File: config.mk
export PLATFORM = sky130hd
export DESIGN_NAME = obp_prog_ctrl
export DESIGN_NICKNAME = d
export VERILOG_FILES = /design/src/logic/obp_pkg.sv /design/src/logic/obp_prog_ctrl.sv
export SDC_FILE = /design/constraint.sdc
export NUM_CORES = 1
export LEC_CHECK = 0
export ABC_CLOCK_PERIOD_IN_PS = 5300
export BUFFER_PORTS_ARGS = -buffer_cell sky130_fd_sc_hd__buf_4
export CORE_MARGIN = 2
export CORE_UTILIZATION = 50
export CTS_CLUSTER_SIZE = 24
export DETAILED_ROUTE_END_ITERATION = 12
export PLACE_DENSITY = 0.83
export SKIP_LAST_GASP = 1
export SYNTH_ARGS = -nofsm -noshare
export SYNTH_HDL_FRONTEND = slang
export SYNTH_SLANG_ARGS = --single-unit
File: constraint.sdc
create_clock -name CLK_SYS -period 5.3 [get_ports CLK_SYS]
set_clock_uncertainty 0.2 [all_clocks]
set_input_delay 0.53 -clock CLK_SYS [delete_from_list [all_inputs] [get_ports CLK_SYS]]
set_output_delay 0.53 -clock CLK_SYS [all_outputs]
set_load 0.05 [all_outputs]
File: src/logic/obp_pkg.sv
// Constants for the byte programming sequencer: register map, field
// positions, timing counts and the sequencer states.
// Assumes a 100 MHz system clock.
package obp_pkg;
    localparam logic [7:0] OFS_CTRL   = 8'h00;
    localparam logic [7:0] OFS_STAT   = 8'h04;
    localparam logic [7:0] OFS_ISTAT  = 8'h08;
    localparam logic [7:0] OFS_IMASK  = 8'h0C;
    localparam logic [7:0] OFS_ID     = 8'h10;
    localparam int CTRL_PROG = 0;
    localparam int CTRL_ID   = 1;
    localparam int EV_DONE   = 0;
    localparam int EV_FAIL   = 1;
    localparam int EV_ID     = 2;
    localparam logic [1:0] RESP_OK  = 2'h0;
    localparam logic [1:0] RESP_ERR = 2'h2;
    localparam int CLK_NS    = 10;
    localparam int T_SET_NS  = 2000;
    localparam int SET_CYC   = (T_SET_NS + CLK_NS - 1) / CLK_NS;
    localparam int T_DV_NS   = 1000;
    localparam int DV_CYC    = (T_DV_NS + CLK_NS - 1) / CLK_NS;
    localparam int PULSE_US  = 100;
    localparam int PULSE_CYC_DEF = PULSE_US * 1000 / CLK_NS;
    localparam logic [3:0] RETRY_MAX = 4'hA;
    typedef enum logic [8:0] {
        S_IDLE   = 9'h001,
        S_PWRUP  = 9'h002,
        S_SETUP  = 9'h004,
        S_PULSE  = 9'h008,
        S_HOLD   = 9'h010,
        S_VERIFY = 9'h020,
        S_PWRDN  = 9'h040,
        S_READ   = 9'h080,
        S_IDRD   = 9'h100
    } obp_state_e;
endpackage : obp_pkg

File: src/logic/obp_prog_ctrl.sv
// Programmer for a 64K x 8 one-time-programmable memory: drives its pins,
// runs the pulse, verify/retry and read-back phases, reads the id codes.
// Assumes IMG_DATA shows the source byte for ADDR, and external supply
// switches follow VCC_ON, VCC_HI, VPP_HI and ID_HV.
`timescale 1ns/1ns
module obp_prog_ctrl
    import obp_pkg::*;
#(
    parameter int ADDR_W    = 16,
    parameter int PULSE_CYC = PULSE_CYC_DEF
) (
    input  wire logic              CLK_SYS,
    input  wire logic              RST,
    input  wire logic [7:0]        S_AXI_AWADDR,
    input  wire logic              S_AXI_AWVALID,
    output      logic              S_AXI_AWREADY,
    input  wire logic [31:0]       S_AXI_WDATA,
    input  wire logic [3:0]        S_AXI_WSTRB,
    input  wire logic              S_AXI_WVALID,
    output      logic              S_AXI_WREADY,
    output      logic [1:0]        S_AXI_BRESP,
    output      logic              S_AXI_BVALID,
    input  wire logic              S_AXI_BREADY,
    input  wire logic [7:0]        S_AXI_ARADDR,
    input  wire logic              S_AXI_ARVALID,
    output      logic              S_AXI_ARREADY,
    output      logic [31:0]       S_AXI_RDATA,
    output      logic [1:0]        S_AXI_RRESP,
    output      logic              S_AXI_RVALID,
    input  wire logic              S_AXI_RREADY,
    output      logic [ADDR_W-1:0] ADDR,
    output      logic              CE_N,
    output      logic              OE_N,
    output      logic              VPP_HI,
    output      logic              VCC_ON,
    output      logic              VCC_HI,
    output      logic              ID_HV,
    output      logic [7:0]        DQ_O,
    output      logic              DQ_OE,
    input  wire logic [7:0]        DQ_I,
    input  wire logic [7:0]        IMG_DATA,
    output      logic              IRQ
);
    typedef struct packed {
        obp_state_e        st;
        logic              stp;
        logic [15:0]       tmr;
        logic [ADDR_W-1:0] addr;
        logic [3:0]        retry;
        logic              pass2;
        logic              fail;
        logic              done;
        logic              ce_n;
        logic              oe_n;
        logic              vpp_hi;
        logic              vcc_on;
        logic              vcc_hi;
        logic              id_hv;
        logic [7:0]        dq_o;
        logic              dq_oe;
        logic [7:0]        mfr;
        logic [7:0]        dev;
        logic              id_ok;
        logic [2:0]        istat;
        logic [2:0]        imask;
        logic              irq;
        logic              aw_rdy;
        logic              bvalid;
        logic [1:0]        bresp;
        logic              ar_rdy;
        logic              rvalid;
        logic [1:0]        rresp;
        logic [31:0]       rdata;
    } obp_regs_s;

    function automatic logic [15:0] ld(input int n);
        ld = 16'(n - 1);
    endfunction : ld

    obp_regs_s r_r;
    obp_regs_s r_nxt;
    logic       last;
    logic       match;
    logic       tmr_z;
    logic       wr_go;
    logic       rd_go;
    logic       start_prog;
    logic       start_id;
    logic [2:0] ev;
    logic [2:0] clr;

    assign last  = r_r.addr == {ADDR_W{1'b1}};
    assign match = DQ_I == IMG_DATA;
    assign tmr_z = r_r.tmr == 16'h0000;
    assign wr_go = r_r.aw_rdy && S_AXI_AWVALID && S_AXI_WVALID;
    assign rd_go = r_r.ar_rdy && S_AXI_ARVALID;
    assign start_prog = wr_go && S_AXI_AWADDR == OFS_CTRL
                        && S_AXI_WSTRB[0] && S_AXI_WDATA[CTRL_PROG];
    assign start_id   = wr_go && S_AXI_AWADDR == OFS_CTRL
                        && S_AXI_WSTRB[0] && S_AXI_WDATA[CTRL_ID];

    always_comb begin
        r_nxt = r_r;
        ev = 3'h0;
        clr = 3'h0;
        if (!tmr_z) begin
            r_nxt.tmr = r_r.tmr - 16'h0001;
        end
        unique case (r_r.st)
            S_IDLE: begin
                // A program order wins if both bits are written at once
                if (start_prog) begin
                    r_nxt.st = S_PWRUP;
                    r_nxt.stp = 1'b0;
                    r_nxt.addr = '0;
                    r_nxt.vcc_on = 1'b1;
                    r_nxt.vcc_hi = 1'b1;
                    r_nxt.pass2 = 1'b0;
                    r_nxt.retry = 4'h0;
                    r_nxt.fail = 1'b0;
                    r_nxt.done = 1'b0;
                    r_nxt.tmr = ld(SET_CYC);
                end else if (start_id) begin
                    r_nxt.st = S_IDRD;
                    r_nxt.addr = '0;
                    r_nxt.vcc_on = 1'b1;
                    r_nxt.id_hv = 1'b1;
                    r_nxt.ce_n = 1'b0;
                    r_nxt.oe_n = 1'b0;
                    r_nxt.id_ok = 1'b0;
                    r_nxt.tmr = ld(SET_CYC);
                end
            end
            S_PWRUP: begin
                if (tmr_z && !r_r.stp) begin
                    r_nxt.vpp_hi = 1'b1;
                    r_nxt.stp = 1'b1;
                    r_nxt.tmr = ld(SET_CYC);
                end else if (tmr_z) begin
                    r_nxt.st = S_SETUP;
                    r_nxt.tmr = ld(SET_CYC);
                end
            end
            S_SETUP: begin
                r_nxt.dq_o = IMG_DATA;
                r_nxt.dq_oe = 1'b1;
                if (tmr_z) begin
                    r_nxt.st = S_PULSE;
                    r_nxt.ce_n = 1'b0;
                    r_nxt.tmr = ld(PULSE_CYC);
                end
            end
            S_PULSE: begin
                if (tmr_z) begin
                    r_nxt.st = S_HOLD;
                    r_nxt.ce_n = 1'b1;
                    r_nxt.tmr = ld(SET_CYC);
                end
            end
            S_HOLD: begin
                if (tmr_z) begin
                    r_nxt.dq_oe = 1'b0;
                    r_nxt.stp = 1'b0;
                    r_nxt.tmr = ld(SET_CYC);
                    if (r_r.pass2) begin
                        r_nxt.st = S_VERIFY;
                        r_nxt.vpp_hi = 1'b0;
                    end else if (last) begin
                        r_nxt.st = S_VERIFY;
                        r_nxt.vpp_hi = 1'b0;
                        r_nxt.pass2 = 1'b1;
                        r_nxt.addr = '0;
                    end else begin
                        r_nxt.st = S_SETUP;
                        r_nxt.addr = r_r.addr + 1'b1;
                    end
                end
            end
            S_VERIFY: begin
                if (tmr_z && !r_r.stp) begin
                    r_nxt.stp = 1'b1;
                    r_nxt.ce_n = 1'b0;
                    r_nxt.oe_n = 1'b0;
                    r_nxt.tmr = ld(DV_CYC);
                end else if (tmr_z) begin
                    r_nxt.ce_n = 1'b1;
                    r_nxt.oe_n = 1'b1;
                    r_nxt.tmr = ld(SET_CYC);
                    if (match && last) begin
                        r_nxt.st = S_PWRDN;
                        r_nxt.retry = 4'h0;
                    end else if (match) begin
                        // Next byte is verified first, pulsed only on miss
                        r_nxt.st = S_VERIFY;
                        r_nxt.stp = 1'b0;
                        r_nxt.addr = r_r.addr + 1'b1;
                        r_nxt.retry = 4'h0;
                    end else if (r_r.retry == RETRY_MAX) begin
                        r_nxt.st = S_PWRDN;
                        r_nxt.fail = 1'b1;
                    end else begin
                        r_nxt.st = S_SETUP;
                        r_nxt.retry = r_r.retry + 4'h1;
                        r_nxt.vpp_hi = 1'b1;
                    end
                end
            end
            S_PWRDN: begin
                // Programming pin is already low here, so core drops last
                if (tmr_z) begin
                    r_nxt.vcc_hi = 1'b0;
                    if (r_r.fail) begin
                        r_nxt.st = S_IDLE;
                        r_nxt.vcc_on = 1'b0;
                        r_nxt.done = 1'b1;
                        ev[EV_DONE] = 1'b1;
                        ev[EV_FAIL] = 1'b1;
                    end else begin
                        r_nxt.st = S_READ;
                        r_nxt.addr = '0;
                        r_nxt.ce_n = 1'b0;
                        r_nxt.oe_n = 1'b0;
                        r_nxt.tmr = ld(SET_CYC);
                    end
                end
            end
            S_READ: begin
                if (tmr_z) begin
                    r_nxt.tmr = ld(DV_CYC);
                    r_nxt.addr = r_r.addr + 1'b1;
                    if (!match) begin
                        r_nxt.fail = 1'b1;
                    end
                    if (last) begin
                        r_nxt.st = S_IDLE;
                        r_nxt.ce_n = 1'b1;
                        r_nxt.oe_n = 1'b1;
                        r_nxt.vcc_on = 1'b0;
                        r_nxt.done = 1'b1;
                        ev[EV_DONE] = 1'b1;
                        ev[EV_FAIL] = r_r.fail || !match;
                    end
                end
            end
            S_IDRD: begin
                if (tmr_z && !r_r.addr[0]) begin
                    r_nxt.mfr = DQ_I;
                    r_nxt.addr = {{(ADDR_W-1){1'b0}}, 1'b1};
                    r_nxt.tmr = ld(DV_CYC);
                end else if (tmr_z) begin
                    r_nxt.dev = DQ_I;
                    r_nxt.st = S_IDLE;
                    r_nxt.id_hv = 1'b0;
                    r_nxt.ce_n = 1'b1;
                    r_nxt.oe_n = 1'b1;
                    r_nxt.vcc_on = 1'b0;
                    r_nxt.id_ok = 1'b1;
                    ev[EV_ID] = 1'b1;
                end
            end
        endcase
        // Write channel: ready only once both halves wait, so no skid
        if (wr_go) begin
            r_nxt.aw_rdy = 1'b0;
            r_nxt.bvalid = 1'b1;
            r_nxt.bresp = RESP_OK;
            unique case (S_AXI_AWADDR)
                OFS_CTRL, OFS_STAT, OFS_ID: ;
                OFS_ISTAT: clr = S_AXI_WSTRB[0] ? S_AXI_WDATA[2:0] : 3'h0;
                OFS_IMASK: begin
                    if (S_AXI_WSTRB[0]) begin
                        r_nxt.imask = S_AXI_WDATA[2:0];
                    end
                end
                default: r_nxt.bresp = RESP_ERR;
            endcase
        end else if (!r_r.aw_rdy && !r_r.bvalid && S_AXI_AWVALID
                     && S_AXI_WVALID) begin
            r_nxt.aw_rdy = 1'b1;
        end
        if (r_r.bvalid && S_AXI_BREADY) begin
            r_nxt.bvalid = 1'b0;
        end
        if (rd_go) begin
            r_nxt.ar_rdy = 1'b0;
            r_nxt.rvalid = 1'b1;
            r_nxt.rresp = RESP_OK;
            r_nxt.rdata = 32'h0000_0000;
            unique case (S_AXI_ARADDR)
                OFS_CTRL: ;
                OFS_STAT: r_nxt.rdata = {(16)'(r_r.addr), 8'h00, r_r.retry,
                    r_r.id_ok, r_r.fail, r_r.done, r_r.st != S_IDLE};
                OFS_ISTAT: r_nxt.rdata[2:0] = r_r.istat;
                OFS_IMASK: r_nxt.rdata[2:0] = r_r.imask;
                OFS_ID: r_nxt.rdata[15:0] = {r_r.dev, r_r.mfr};
                default: r_nxt.rresp = RESP_ERR;
            endcase
        end else if (!r_r.ar_rdy && !r_r.rvalid && S_AXI_ARVALID) begin
            r_nxt.ar_rdy = 1'b1;
        end
        if (r_r.rvalid && S_AXI_RREADY) begin
            r_nxt.rvalid = 1'b0;
        end
        // A new event beats a clear written in the same cycle
        r_nxt.istat = (r_r.istat & ~clr) | ev;
        r_nxt.irq = |(r_nxt.istat & r_nxt.imask);
    end

    always_ff @(posedge CLK_SYS or posedge RST) begin
        if (RST) begin
            r_r <= '{st: S_IDLE, ce_n: 1'b1, oe_n: 1'b1, default: '0};
        end else begin
            r_r <= r_nxt;
        end
    end

    assign S_AXI_AWREADY = r_r.aw_rdy;
    assign S_AXI_WREADY  = r_r.aw_rdy;
    assign S_AXI_BVALID  = r_r.bvalid;
    assign S_AXI_BRESP   = r_r.bresp;
    assign S_AXI_ARREADY = r_r.ar_rdy;
    assign S_AXI_RVALID  = r_r.rvalid;
    assign S_AXI_RRESP   = r_r.rresp;
    assign S_AXI_RDATA   = r_r.rdata;
    assign ADDR   = r_r.addr;
    assign CE_N   = r_r.ce_n;
    assign OE_N   = r_r.oe_n;
    assign VPP_HI = r_r.vpp_hi;
    assign VCC_ON = r_r.vcc_on;
    assign VCC_HI = r_r.vcc_hi;
    assign ID_HV  = r_r.id_hv;
    assign DQ_O   = r_r.dq_o;
    assign DQ_OE  = r_r.dq_oe;
    assign IRQ    = r_r.irq;

    // Strobe-low length while the programming pin is high
    logic [15:0] pw_cnt;
    always_ff @(posedge CLK_SYS or posedge RST) begin
        if (RST) begin
            pw_cnt <= 16'h0000;
        end else begin
            pw_cnt <= (!CE_N && VPP_HI) ? pw_cnt + 16'h0001 : 16'h0000;
        end
    end
endmodule : obp_prog_ctrl

==> impl_metrics.csv <==
group,metric,value,unit
detailed_routing,num_vias,6407,
floorplanning,initial_core_util,51.60,%
power_and_ir_drop,ir_drop,0.0002715,V
detailed_routing,viasPerCell,6.190,
placement,gp_congestion,0.9415,
clock_tree,cts.reportedPaths.clkPinSlew,0.06,ns
synth,yosysTopAreaCell,"dfrtp_1",
clock_tree,cts-htree-levels,4,
synth,synth.distinct_cells,75,
setup_path,crit_family,"simple AND/OR/NAND/NOR gates",
clock_tree,cts-resized-gates,0,
sta,hold_viol,0,
floorplanning,num_io_pins,148,
flow_run,max-cap-violations,0,
clock_tree,cts_tree,"yes",
detailed_routing,drt_iter0_drc,935,
sta,fmax,251.1,MHz
final_layout,fill_cells,1177,
detailed_routing,postRouteAntennaNets,0,
global_route,grt_max_degree,69,
final_layout,stdcell_count,1035,
sta,fin_ws,1.318,ns
synth,synth_seq_area_share,43.57,%
power_and_ir_drop,p_leak,3.683,nW
final_layout,area_delta_synth_final,15.58,%
final_layout,final_util,59.64,%
clock_tree,clock_latency,0.43,ns
setup_path,crit_chain,"or4_1 -> or4_1 -> or3_1 -> nand2_1 -> or3_1 -> mux2_2",
synth,synth_edf_count,0,
placement,place_inst,1003,
setup_path,cp_max_fo,16,
placement,dp_hpwl,13.32,mm
detailed_routing,post-route-drc-count,0,
setup_path,critPathRequiredTime,5.41,ns
global_route,overflow,0,
sta,setup_viol,0,
floorplanning,die_w,124.4,um
final_layout,final_common_cell,"nand2_1",
synth,synth_area_leaders,"dfrtp_1 42%, nand2_1 6.6%, buf_4 6.3%",
synth,netlist_area,7246,sq um
detailed_routing,wirelength,19.66,mm
hold_path,hold_class,"input pin to asynchronous set/reset pin",
setup_path,start_kind,"register",
floorplanning,fp-row-count,43,
setup_path,critPathKind,"register to register",
synth,synth_cells,803,
floorplanning,die_h,124.4,um
setup_path,path_buf_inv,0,
sta,min_period,3.982,ns
sta,fin_setup_tns,0,ns
final_layout,multiInputGateArea,3417,sq um
final_layout,seqCellArea,3157,sq um
power_and_ir_drop,power_density,383.6,nW/um^2
final_layout,final_cell_mix,"126 x nand2_1, 123 x dfrtp_1, 123 x buf_4",
sta,tightest_slew,0.9845,ns
sta,drv_slew,0,
setup_path,endpoint_kind,"register",
final_layout,n_antenna_cell,0,
synth,yosys_warnings,0,
power_and_ir_drop,fin_total_pwr,3.213,mW
detailed_routing,first_pass_iters,8,
global_route,antenna_found_initial,0,
global_route,grt_pass1_vias,6098,
clock_tree,cts_buffers,17,
placement,port_buffers,113,
global_route,track_usage,25.45,%
detailed_routing,wl_per_cell,19.00,um
clock_tree,cts_sinks,126,
setup_path,critical_path_arrival,4.09,ns
final_layout,drive_gt1_share,23.16,%
setup_path,crit_slowest_cell,"or4_1",
sta,post-route-period-util,75.14,%
synth,synth_top_area_share,42.48,%
global_route,grt_pass1_wl,31.91,mm
run_status,outcome,"finished clean",
final_layout,final_nets,922,
clock_tree,cts-root-buf,"clkbuf_16",
sta,rsz0062_at_grt,"false",
synth,ys_async_sr_fraction,100.0,%
clock_tree,clock_path_buffers,2,
placement,dp_slack,1.426,ns
sta,max_slew_margin,34.12,%
clock_tree,postCtsHoldBufs,0,
synth,synth_ff_type,"dfrtp_1",
setup_path,cpPeakStageDelay,0.78,ns
floorplanning,coreArea,14040,sq um
floorplanning,dieArea,15470,sq um
clock_tree,post_cts_buffers,0,
synth,avgSynthCellArea,9.023,sq um
synth,synth_seq_cells,126,
[layer usage]
metal,wire (um),GRT usage (%),vias up
li1,-,-,2940
met1,8477,34.68,3077
met2,9054,39.12,335
met3,1534,5.627,55
met4,596,11.17,0
met5,0,0,-
[metrics by stage]
| stage | hold WS [ns] | instance area, sq um |
|---|---|---|
| 3_5_place_dp | 0.2567 | 7774 |
| 3_3_place_gp | 0.2542 | 7774 |
| 6_report | 0.04592 | 8374 |
| 4_1_cts | 0.07212 | 8374 |
| 2_1_floorplan | 0.2376 | 7249 |
| 5_1_grt | 0.07513 | 8374 |
[state kept, by name, indices dropped and copies added, names as in the netlist, 8 cells and up]
| signal | flops |
|---|---|
| ADDR | 16 |
| r_r | 56 |
| S_AXI_RDATA | 32 |
| DQ_O | 8 |
[area by class of cell]
class | count | share of cell area [%]
inverters | 13 | 0.6126
clock inverters | 11 | 1.673
clock buffers | 21 | 5.498
well taps | 180 | 2.689
multi-input cells | 561 | 40.80
flip-flops and latches | 126 | 37.70
repair buffers | 123 | 11.03
[worst reg2reg max path, stage by stage, from the launching register on]
cell and delay [ns]:
dfrtp_1 0.52, or4_1 0.79, or4_1 0.79, or3_1 0.48
nand2_1 0.47, or3_1 0.28, mux2_2 0.34
[where the power goes]
| group | leakage (nW) | total, mW | internal [mW] | switching (mW) |
|---|---|---|---|---|
| logic | 1.76 | 0.861 | 0.284 | 0.577 |
| registers | 1.63 | 1.16 | 1.06 | 0.0997 |
| clock network | 0.297 | 1.19 | 0.760 | 0.431 |
[kinds of logic after synthesis]
family                   synth area share (%)
AO/OA/AOI/OAI                           16.75
other                                 0.05175
XOR/XNOR                                2.901
buffers and inverters                   9.359
flip-flops                              43.57
AND/OR/NAND/NOR                         22.83
adder cells (fa/ha/maj)                0.8634
multiplexers                            3.678
[cells in the mapped netlist (3+ instances only)]
master / n
o31ai_1: 9
nand2b_1: 10
or3_1: 12
o31ai_2: 5
clkbuf_1: 36
buf_4: 61
a22oi_1: 6
nand2_1: 127
o21a_1: 3
dfstp_2: 3
a31oi_1: 10
and2_1: 4
or4_1: 7
nand3_1: 19
and3b_1: 3
o21ai_0: 59
mux2_2: 21
and3_1: 6
nor2_1: 44
xor2_1: 15
o41ai_1: 14
nor3b_1: 3
nor4_1: 21
ha_1: 5
buf_1: 4
xnor2_1: 9
o21ai_1: 5
dfrtp_1: 123
nor3_1: 32
mux2i_1: 3
nand4_1: 13
o22ai_1: 3
a21oi_1: 23
or4b_2: 4
o211ai_1: 3
a222oi_1: 3
nor4b_1: 4
a22o_1: 3
a21o_1: 8
and4_1: 4
inv_1: 13
[path summary, 6_finish.rpt]
kind,from,endpoint,slack [ns],depth (start not counted)
worst max-delay path,r_r[120]$_DFFE_PP0P_,ADDR[0]$_DFFE_PP0P_,1.32,6
worst max register to register,r_r[120]$_DFFE_PP0P_,ADDR[0]$_DFFE_PP0P_,1.32,6
min in group CLK_SYS,S_AXI_RREADY,S_AXI_RVALID$_DFFE_PP0P_,0.07,2
worst min register to register,r_r[61]$_DFFE_PP0P_,r_r[61]$_DFFE_PP0P_,0.27,2
max in group asynchronous,RST,r_r[127]$_DFFE_PP0P_,3.51,3
worst min-delay path,RST,S_AXI_ARREADY$_DFFE_PP0P_,0.05,2
Note: power is estimated with default switching activity, not from simulation.
